File: config.mk
export PLATFORM = sky130hd
export DESIGN_NAME = can_link_host
export DESIGN_NICKNAME = d
export VERILOG_FILES = /design/src/design/can_link_pkg.sv /design/src/design/bit_timer.sv /design/src/design/can_link_host.sv
export VERILOG_INCLUDE_DIRS = /design/src /design/src/design
export SDC_FILE = /design/constraint.sdc
export NUM_CORES = 1
export LEC_CHECK = 0
export BUFFER_PORTS_ARGS = -buffer_cell sky130_fd_sc_hd__buf_2
export CAP_MARGIN = 20
export CORE_MARGIN = 2
export CORE_UTILIZATION = 25
export DETAILED_ROUTE_END_ITERATION = 16
export HOLD_SLACK_MARGIN = 0.1
export PLACE_DENSITY_LB_ADDON = 0.3
export SLEW_MARGIN = 30
export SYNTH_ARGS = -nofsm -noshare
export SYNTH_HDL_FRONTEND = slang
export SYNTH_SLANG_ARGS = --single-unit
File: constraint.sdc
create_clock -name clk -period 3.46 [get_ports clk]
set_clock_uncertainty 0.05 [all_clocks]
set_input_delay 0.173 -clock clk [delete_from_list [all_inputs] [get_ports clk]]
set_output_delay 0.173 -clock clk [all_outputs]
set_load 0.05 [all_outputs]
File: src/design/can_link_params.svh
`ifndef CAN_LINK_PARAMS_SVH
`define CAN_LINK_PARAMS_SVH

// ==========================================================================
// Clock and bit timing
// ==========================================================================
`define CLK_HZ             20000000
`define MIN_BIT_RATE_BPS   9600
`define BIT_RATE_BPS       500000
`define BIT_CYCLES         (`CLK_HZ / `BIT_RATE_BPS)
`define MAX_BIT_CYCLES     (`CLK_HZ / `MIN_BIT_RATE_BPS)
`define SAMPLE_POINT       (`BIT_CYCLES * 3 / 4)

// ==========================================================================
// Framing counts
// ==========================================================================
`define STUFF_RUN          5
`define ERROR_FLAG_BITS    6
`define MAX_DOM_RUN        11
`define FRAME_MAX_BITS     64
`define LEVEL_RECESSIVE    1'b1
`define LEVEL_DOMINANT     1'b0

`endif

File: src/design/can_link_pkg.sv
package can_link_pkg;
  typedef enum logic [1:0] {
    ST_IDLE,
    ST_SEND,
    ST_ERROR,
    ST_LOST
  } tx_state_e;
  typedef logic [5:0] bit_idx_t;
endpackage : can_link_pkg

File: src/design/bit_timer.sv
`timescale 1ns/10ps
`include "can_link_params.svh"

// ==========================================================================
// Bit timer: one-cycle pulses at bit start and at the sample point.
// ==========================================================================
module bit_timer (
  // Clock and reset
  input  wire logic clk,
  input  wire logic rst_n,
  // Control
  input  wire logic run,
  // Strobes
  output logic      bit_start,
  output logic      bit_sample
);
  localparam logic [5:0] LAST = 6'(`BIT_CYCLES - 1);
  localparam logic [5:0] SAMP = 6'(`SAMPLE_POINT);

  logic [5:0] cnt_r;

  assign bit_start  = run && (cnt_r == 6'h00);
  assign bit_sample = run && (cnt_r == SAMP);

  always_ff @(posedge clk or negedge rst_n) begin
    if (!rst_n) begin
      cnt_r <= 6'h00;
    end else if (!run || cnt_r == LAST) begin
      cnt_r <= 6'h00;
    end else begin
      cnt_r <= cnt_r + 6'h01;
    end
  end
endmodule : bit_timer

File: src/design/can_link_host.sv
// What this block does
// - High means recessive, low means dominant.
// - Recessive sent, dominant read: stop sending.
// - Stuff bit after five equal bits.
// - Error flag is six dominant bits.
// - Bit rate at least 9600 bps.
`timescale 1ns/10ps
`include "can_link_params.svh"

module can_link_host
  import can_link_pkg::*;
(
  // Clock and reset
  input  wire logic        clk,
  input  wire logic        rst_n,
  // Frame request
  input  wire logic        send_req,
  input  wire logic [5:0]  send_len,
  input  wire logic [63:0] send_bits,
  input  wire logic        error_req,
  output logic             send_ready,
  // Frame result
  output logic             send_done,
  output logic             arb_lost,
  output logic             bit_error,
  // Receive stream
  output logic             rx_valid,
  output logic             rx_bit,
  // Transceiver pins
  output logic             txd,
  input  wire logic        rxd
);
  // ========================================================================
  // Pin synchroniser
  // ========================================================================
  logic rxd_meta_r;
  logic rxd_sync_r;

  always_ff @(posedge clk or negedge rst_n) begin
    if (!rst_n) begin
      rxd_meta_r <= `LEVEL_RECESSIVE;
      rxd_sync_r <= `LEVEL_RECESSIVE;
    end else begin
      rxd_meta_r <= rxd;
      rxd_sync_r <= rxd_meta_r;
    end
  end

  // ========================================================================
  // Bit timing
  // ========================================================================
  tx_state_e state_r;
  tx_state_e state_nxt;
  logic      bit_start;
  logic      bit_sample;
  logic      active;

  assign active = (state_r == ST_SEND) || (state_r == ST_ERROR);

  // The bit rate is fixed well above the minimum so runs end early.
  bit_timer u_timer (
    .clk        (clk),
    .rst_n      (rst_n),
    .run        (active),
    .bit_start  (bit_start),
    .bit_sample (bit_sample)
  );

  // ========================================================================
  // Frame state
  // ========================================================================
  logic [63:0] bits_r;
  bit_idx_t    left_r;
  bit_idx_t    idx_r;
  logic [2:0]  run_cnt_r;
  logic        last_lvl_r;
  logic        stuff_r;
  logic        txd_r;
  logic        done_r;
  logic        lost_r;
  logic        err_r;
  logic        rxv_r;
  logic        rxb_r;
  logic        fin_r;

  // A stuff bit is due after five equal bits; it carries the opposite level.
  logic stuff_due;
  logic data_lvl;
  logic drive_lvl;
  logic lost_now;
  logic err_now;
  logic last_bit;
  logic bit_go;

  assign stuff_due = (run_cnt_r == 3'(`STUFF_RUN));
  assign data_lvl  = bits_r[idx_r];
  assign drive_lvl = (state_r == ST_ERROR) ? `LEVEL_DOMINANT :
                     (stuff_due ? ~last_lvl_r : data_lvl);
  // Readback is the bus; recessive sent but dominant seen means we lost.
  assign lost_now  = bit_sample && state_r == ST_SEND &&
                     txd_r == `LEVEL_RECESSIVE &&
                     rxd_sync_r == `LEVEL_DOMINANT;
  assign err_now   = bit_sample && state_r == ST_SEND &&
                     txd_r == `LEVEL_DOMINANT &&
                     rxd_sync_r == `LEVEL_RECESSIVE;
  assign last_bit  = (left_r == 6'h00);
  // The frame ends at the next bit start, so the last bit stands a full bit.
  assign bit_go    = bit_start && !fin_r;
  assign send_ready = (state_r == ST_IDLE);

  always_comb begin
    state_nxt = state_r;
    unique case (state_r)
      ST_IDLE: begin
        if (error_req) begin
          state_nxt = ST_ERROR;
        end else if (send_req) begin
          state_nxt = ST_SEND;
        end
      end
      ST_SEND: begin
        if (lost_now) begin
          state_nxt = ST_LOST;
        end else if (err_now) begin
          state_nxt = ST_ERROR;
        end else if (bit_start && fin_r) begin
          state_nxt = ST_IDLE;
        end
      end
      ST_ERROR: begin
        if (bit_start && fin_r) begin
          state_nxt = ST_IDLE;
        end
      end
      ST_LOST: begin
        state_nxt = ST_IDLE;
      end
    endcase
  end

  always_ff @(posedge clk or negedge rst_n) begin
    if (!rst_n) begin
      state_r <= ST_IDLE;
    end else begin
      state_r <= state_nxt;
    end
  end

  always_ff @(posedge clk or negedge rst_n) begin
    if (!rst_n) begin
      bits_r     <= 64'h0000000000000000;
      left_r     <= 6'h00;
      idx_r      <= 6'h00;
      run_cnt_r  <= 3'h0;
      last_lvl_r <= `LEVEL_RECESSIVE;
      stuff_r    <= 1'b0;
      txd_r      <= `LEVEL_RECESSIVE;
      fin_r      <= 1'b0;
    end else if (state_r == ST_IDLE) begin
      txd_r     <= `LEVEL_RECESSIVE;
      run_cnt_r <= 3'h0;
      stuff_r   <= 1'b0;
      idx_r     <= 6'h00;
      fin_r     <= 1'b0;
      if (error_req) begin
        left_r <= 6'(`ERROR_FLAG_BITS - 1);
      end else if (send_req) begin
        bits_r <= send_bits;
        left_r <= send_len;
      end
    end else if (!active) begin
      txd_r <= `LEVEL_RECESSIVE;
    end else if (bit_start && fin_r) begin
      txd_r <= `LEVEL_RECESSIVE;
    end else if (bit_go) begin
      txd_r   <= drive_lvl;
      stuff_r <= (state_r == ST_SEND) && stuff_due;
      // The error flag breaks stuffing on purpose, so it is not counted.
      if (state_r != ST_SEND) begin
        run_cnt_r <= 3'h0;
      end else if (stuff_due || drive_lvl != last_lvl_r) begin
        run_cnt_r <= 3'h1;
      end else begin
        run_cnt_r <= run_cnt_r + 3'h1;
      end
      last_lvl_r <= drive_lvl;
    end else if (bit_sample) begin
      fin_r <= last_bit && !stuff_r && !err_now;
      if (state_nxt == ST_ERROR && state_r == ST_SEND) begin
        left_r <= 6'(`ERROR_FLAG_BITS - 1);
      end else if (!stuff_r) begin
        left_r <= left_r - 6'h01;
        idx_r  <= idx_r + 6'h01;
      end
    end
  end

  // ========================================================================
  // Result and receive stream
  // ========================================================================
  always_ff @(posedge clk or negedge rst_n) begin
    if (!rst_n) begin
      done_r <= 1'b0;
      lost_r <= 1'b0;
      err_r  <= 1'b0;
      rxv_r  <= 1'b0;
      rxb_r  <= `LEVEL_RECESSIVE;
    end else begin
      done_r <= (state_r == ST_SEND) && (state_nxt == ST_IDLE);
      lost_r <= lost_now;
      err_r  <= err_now;
      rxv_r  <= bit_sample;
      if (bit_sample) begin
        rxb_r <= rxd_sync_r;
      end
    end
  end

  assign txd       = txd_r;
  assign send_done = done_r;
  assign arb_lost  = lost_r;
  assign bit_error = err_r;
  assign rx_valid  = rxv_r;
  assign rx_bit    = rxb_r;

  // ========================================================================
  // Checks
  // ========================================================================
  logic [3:0] dom_run_r;
  always_ff @(posedge clk or negedge rst_n) begin
    if (!rst_n) begin
      dom_run_r <= 4'h0;
    end else if (bit_go) begin
      dom_run_r <= (drive_lvl == `LEVEL_DOMINANT) ? dom_run_r + 4'h1 : 4'h0;
    end else if (!active) begin
      dom_run_r <= 4'h0;
    end
  end
endmodule : can_link_host

==> results of run 1 <==
==> kinds of logic after synthesis <==
group           after synthesis  synth area share
simple gates                100             0.117
flops                        98             0.485
mux                          91             0.231
compound gates               61            0.0996
buf+inv                      34            0.0326
fa+ha+maj                    11            0.0272
xor+xnor                      4           0.00692
==> worst min-delay path by stage <==
stage	startpoint	to	slack, ns	cells past startpoint
after floorplan	rst_n	arb_lost$_DFF_PN0_	-0.17	0
after global placement	rst_n	left_r[2]$_DFFE_PN0P_	0.24	1
final	send_len[3]	left_r[3]$_DFFE_PN0P_	0.12	3
after global routing	send_len[3]	left_r[3]$_DFFE_PN0P_	0.15	3
after detailed placement	rxd	rxd_meta_r$_DFF_PN1_	0.23	1
after CTS	send_len[3]	left_r[3]$_DFFE_PN0P_	0.10	3
==> area by class of cell <==
| type | count | area, sq um |
|---|---|---|
| inverter | 16 | 60.1 |
| timing repair buffer | 159 | 1170 |
| fill | 2067 | 13300 |
| sequential | 98 | 2460 |
| multi-input combinational | 267 | 2440 |
| tap | 270 | 338 |
| clock inverter | 6 | 67.6 |
| clock buffer | 9 | 225 |
==> Yosys cell counts, types with 2 or more instances <==
master,instances
nand3b_1,2
o21a_1,3
a31o_2,2
nor3_1,10
mux4_2,5
nand4b_1,2
a32oi_1,2
o2bb2ai_1,2
nand3_1,10
dfrtp_1,93
nor4b_1,4
o221ai_1,2
o311a_1,2
mux2i_1,12
and2_1,3
nand2_1,21
or3_1,2
a2bb2oi_1,2
nor2_1,16
clkbuf_1,11
o311ai_0,2
o21ai_1,3
xnor2_1,2
mux2_2,67
buf_2,2
a21oi_1,8
mux4_1,7
o21ai_0,7
a221o_1,2
nor2b_1,6
nand2b_1,8
dfstp_2,5
o31ai_1,3
xor2_1,2
o211ai_1,2
a21o_1,2
inv_1,15
ha_1,11
buf_6,2
==> through the flow <==
step | cells | area (sq um) | worst slack, ns | total power, mW | hold WS [ns]
4_1_cts | 825 | 6760 | 0.516 | 4.76 | 0.104
2_1_floorplan | 399 | 5060 | 0.716 | 3.19 | -0.173
6_report | 825 | 6760 | 0.519 | 4.69 | 0.117
5_1_grt | 825 | 6760 | 0.336 | 5.04 | 0.149
3_3_place_gp | 741 | 5780 | 0.600 | 3.61 | 0.235
3_5_place_dp | 741 | 5780 | 0.538 | 3.66 | 0.232
==> cell usage in the layout (no fill, tap or decap), types with 11 or more instances in the layout <==
cell and count:
dfrtp_1 93, buf_2 80, dlygate4sd3_1 69, mux2_2 67
nand2_1 20, nor2_1 16, inv_1 15, mux2i_1 12
ha_1 11
==> registers in the layout, summed over array words and instances, names as in the netlist, 2 cells and up <==
name / count
state_r: 2
idx_r: 6
bits_r: 64
left_r: 6
run_cnt_r: 3
u_timer.cnt_r: 6
==> per-layer routing <==
| metal | up-vias | wire (um) | GRT usage |
|---|---|---|---|
| met4 | 0 | 116 | 0.0335 |
| met3 | 8 | 588 | 0.0297 |
| met5 | - | 0 | 0 |
| met2 | 109 | 5710 | 0.188 |
| li1 | 1797 | - | - |
| met1 | 1849 | 5610 | 0.158 |
==> power breakdown <==
part           switching, mW  total (mW)  leakage, nW  internal [mW]
combinational          0.872        1.80         1.56          0.928
clock                  0.450        1.01        0.143          0.561
sequential             0.272        1.88         1.21           1.61
==> worst max-delay path: cells and delay by family (launching register included) <==
family | cells | cell delay (ns)
and+or+nand+nor | 1 | 0.30
buffers and inverters | 1 | 0.29
AOI/OAI and AO/OA | 4 | 0.73
DFF | 1 | 0.71
muxes | 2 | 0.80
==> timing repair <==
item	CTS	global route
endpoints found under the hold margin	120	0
hold buffers	69	0
setup buffers	0	0
setup endpoints to repair	0	0
==> flow_summary.yaml, run 1 <==
critical_path:
  r2r-start: "idx_r[0]$_DFFE_PN0P_"
  worstPathArrival_ns: 3.18
  worstSetupPathType: "reg -> reg"
  critical_path_required_ns: 3.69
  cp-start-kind: "flip-flop"
  critical_path.slowest_cell: "dfrtp_1"
  endpoint_kind: "flip-flop"
  cp-startpoint: "idx_r[0]$_DFFE_PN0P_"
  worstReg2RegEnd: "run_cnt_r[2]$_DFFE_PN0P_"
  crit_fanout: 10
  r2r_cells: 8
  crit_path_max_incr_delay_ns: 0.71
  setup.worst_path.end: "run_cnt_r[2]$_DFFE_PN0P_"
  r2r_setup_slack_ns: 0.52
  path_cells: "buf_4 > mux4_2 > mux2_2 > a22oi_2 > a311oi_2 > o21ai_1 > nor4b_1 > a211o_1"
clock_network:
  cts_resized: 0
  htree_levels: 3
  clk_pin_slew_ns: 0.07
  clockBufferDepth: 2
  tritoncts: "done"
  cts_root_buf: "clkbuf_16"
  numClockSinks: 98
  clock_latency_ns: 0.35
  cts_buffers: 9
logic_synthesis:
  syn_area_per_cell_sq_um: 12.7
  synth_flop_cell: "dfrtp_1"
  yosysWarningCount: 0
  ys_ff_latch: 98
  synth_fp_nets: 485
  syn_inst: 399
  yosysTopAreaCell: "dfrtp_1"
  async_flop_share: 1.00
  synth-seq-area-share: 0.485
  post-synth-top-area-fraction: 0.459
  ys_types: 76
  synthesis.area_sq_um: 5060
  synth_edf_count: 0
  yosys-top-cells-area: "dfrtp_1 (46%), mux2_2 (15%), mux4_1 (3.6%)"
global_routing:
  grt_util_all_layers: 0.117
  grt_pass1_wl_mm: 20.1
  grt_max_degree: 65
  antenna_found_initial: 0
  grt_pass1_vias: 3918
  gr-total-overflow: 0
cells_and_area:
  antenna_cells: 0
  nets: 637
  final_util: 0.337
  area_growth_pct: 33.4
  drive_above_1_share: 0.366
timing:
  fmax_mhz: 340
  rsz0062_at_grt: "false"
  min_period_ns: 2.94
  hold_viol: 0
  setup_tns_ns: 0
  tightestPinTransition_ns: 0.832
  drv_slew: 0
  fin_crit_sh: 0.850
  setup_violations: 0
  slew_headroom: 0.445
pwr:
  power_density_nw_per_um2: 695
  p_leak_nw: 2.91
  vdd_ir_drop_max_v: 0.000309
floorplan:
  coreArea_sq_um: 20000
  rows: 52
  start_util: 0.253
  ios: 82
  dieArea_sq_um: 21400
  die_x_um: 146
  die_h_um: 146
placed_design:
  io_buffers: 81
  place.gp.congestion: 0.850
  dp_hpwl_mm: 8.59
outcome:
  status: "completed"
route:
  wirelength_mm: 12.0
  routedWlPerCell_um: 14.6
  viasPerCell: 4.56
  num_vias: 3763
  ant_nets: 0
  drtIter0Drc: 173
  drc: 0
  first_pass_iters: 4
run:
  drv_cap: 0
hold_path:
  hold_class: "in -> reg"
Power figures use the tool's default switching activity.
==> run 2, diff against run 1 <==
clock period = 2.7 ns   (was 3.46 ns; I/O delays follow)
==> run 2 against run 1 <==
Routed wire length up 6.1%. Cell count up 3.3%. Combinational power up 43%. Global-route usage up 0.46 points. Largest cell class is now multi-input gates. Largest power group is now combinational cells. Highest routed layer unchanged.
==> flow_summary.yaml, run 2 (synthesized netlist as in run 1, its figures left out) <==
floorplan:
  ios: 82
  die_h_um: 146
  dieArea_sq_um: 21400
  rows: 52
  coreArea_sq_um: 20000
  start_util: 0.253
  die_x_um: 146
placed_design:
  io_buffers: 81
  dp_hpwl_mm: 8.89
  place_ws_ns: -0.0114
  dp.cells: 758
  place.gp.congestion: 0.838
critical_path:
  critical_path_required_ns: 2.88
  worstSetupPathType: "reg -> reg"
  endpoint_kind: "flip-flop"
  cp_num_buf_inv: 1
  critical_path.slowest_cell: "or4b_4"
  cp-start-kind: "flip-flop"
  worstPathArrival_ns: 2.86
  crit_path_max_incr_delay_ns: 0.47
  path_cells: "inv_2 > ha_1 > or4b_4 > o31a_1 > o41a_4 > nand3_4 > nand2b_4 > o311a_1 > a221o_1"
  crit_family: "compound AO/OA/AOI/OAI gates"
  crit_fanout: 5
route:
  drc: 0
  drtIter0Drc: 184
  routedWlPerCell_um: 15.0
  ant_nets: 0
  viasPerCell: 4.56
  first_pass_iters: 4
  wirelength_mm: 12.8
  num_vias: 3882
run:
  drv_cap: 0
clock_network:
  cts_root_buf: "clkbuf_16"
  clock_latency_ns: 0.35
  htree_levels: 3
  cts_buffers: 9
  clk_pin_slew_ns: 0.07
  numClockSinks: 98
  tritoncts: "done"
  clockBufferDepth: 2
pwr:
  vdd_ir_drop_max_v: 0.000393
  p_leak_nw: 3.07
  power_mw: 6.20
  power_density_nw_per_um2: 879
timing:
  worst_slack_ns: 0.0139
  rsz0062_at_grt: "true"
  setup_violations: 0
  tightestPinTransition_ns: 0.608
  fin_crit_sh: 0.995
  fmax_mhz: 372
  min_period_ns: 2.69
  drv_slew: 0
  slew_headroom: 0.594
  hold_viol: 0
global_routing:
  grt_pass1_vias: 4096
  grt_util_all_layers: 0.122
  grt_max_degree: 65
  gr-total-overflow: 0
  antenna_found_initial: 0
  grt_pass1_wl_mm: 20.9
cells_and_area:
  final_util: 0.352
  antenna_cells: 0
  regMostFlops: "bits_r"
  final_cells: 852
  final_cell_mix: "dfrtp_1 (92), buf_2 (80), dlygate4sd3_1 (70)"
  nets: 663
  fillers: 2046
  area_growth_pct: 39.2
  drive_above_1_share: 0.411
  largest_reg_flops: 64
  final_common_cell: "dfrtp_1"
hold_path:
  hold_class: "in -> reg"
outcome:
  status: "completed"
==> run 2: changes by cell type in the layout (fill, tap and decap cells not counted), moves of 3 or more <==
cell     change
buf_4       +21
nor4b_2      +3
buf_12       +3
nor4b_1      -3
==> run 2: per-stage QoR <==
step                      cell area (sq um)  setup TNS [ns]  hold WS [ns]
after detailed placement               5940         -0.0114         0.131
after floorplan                        5070               0        -0.211
final                                  7050               0         0.106
after CTS                              6990               0         0.132
after global routing                   7050          -0.291         0.134
after global placement                 5940               0         0.125
==> run 2: area by class of cell <==
cell class	instances	area, sq um	share of cell area
multi-input cells	267	2490	0.354
flip-flops and latches	98	2460	0.349
repair buffers	185	1420	0.201
well taps	270	338	0.0479
clock buffers	11	243	0.0344
inverters	16	60.1	0.00852
clock inverters	5	38.8	0.00550
==> run 2: what timing repair did <==
action | in CTS | in global routing
resized for setup | 4 | 10
buffers inserted | 7 | 0
cloned | 0 | 1
setup endpoints to repair | 2 | 9
endpoints found under the hold margin | 104 | 0
pin swaps | 0 | 1
hold buffers | 70 | 0
==> run 2: final timing paths <==
| path | start | endpoint | slack [ns] | cells past startpoint |
|---|---|---|---|---|
| worst max-delay path | u_timer.cnt_r[0]$_DFF_PN0_ | idx_r[5]$_DFFE_PN0P_ | 0.01 | 9 |
| worst min register to register | rxd_meta_r$_DFF_PN1_ | rxd_sync_r$_DFF_PN1_ | 0.31 | 0 |
| max in group asynchronous | rst_n | idx_r[0]$_DFFE_PN0P_ | 1.59 | 3 |
| worst min-delay path | send_len[1] | left_r[1]$_DFFE_PN0P_ | 0.11 | 4 |
| worst max register to register | u_timer.cnt_r[0]$_DFF_PN0_ | idx_r[5]$_DFFE_PN0P_ | 0.01 | 9 |
| min in group asynchronous | rst_n | left_r[1]$_DFFE_PN0P_ | 0.29 | 2 |
==> run 2: where the power goes <==
part	internal (mW)	total [mW]	switching (mW)
Clock	0.657	1.23	0.576
Sequential	2.07	2.38	0.317
Combinational	1.36	2.58	1.22
Total	4.09	6.20	2.11
==> run 2: worst register-to-register path: stages (launching register included) <==
cell	delay, ns
dfrtp_1	0.39
inv_2	0.08
ha_1	0.13
or4b_4	0.47
o31a_1	0.29
o41a_4	0.41
nand3_4	0.12
nand2b_4	0.08
o311a_1	0.29
a221o_1	0.26
==> run 2: metal layers <==
| layer | vias to the layer above | wire [um] | global-route usage |
|---|---|---|---|
| li1 | 1843 | - | - |
| met1 | 1930 | 5800 | 0.156 |
| met2 | 102 | 6290 | 0.207 |
| met3 | 7 | 574 | 0.0344 |
| met4 | 0 | 93 | 0.0238 |
| met5 | - | 0 | 0 |
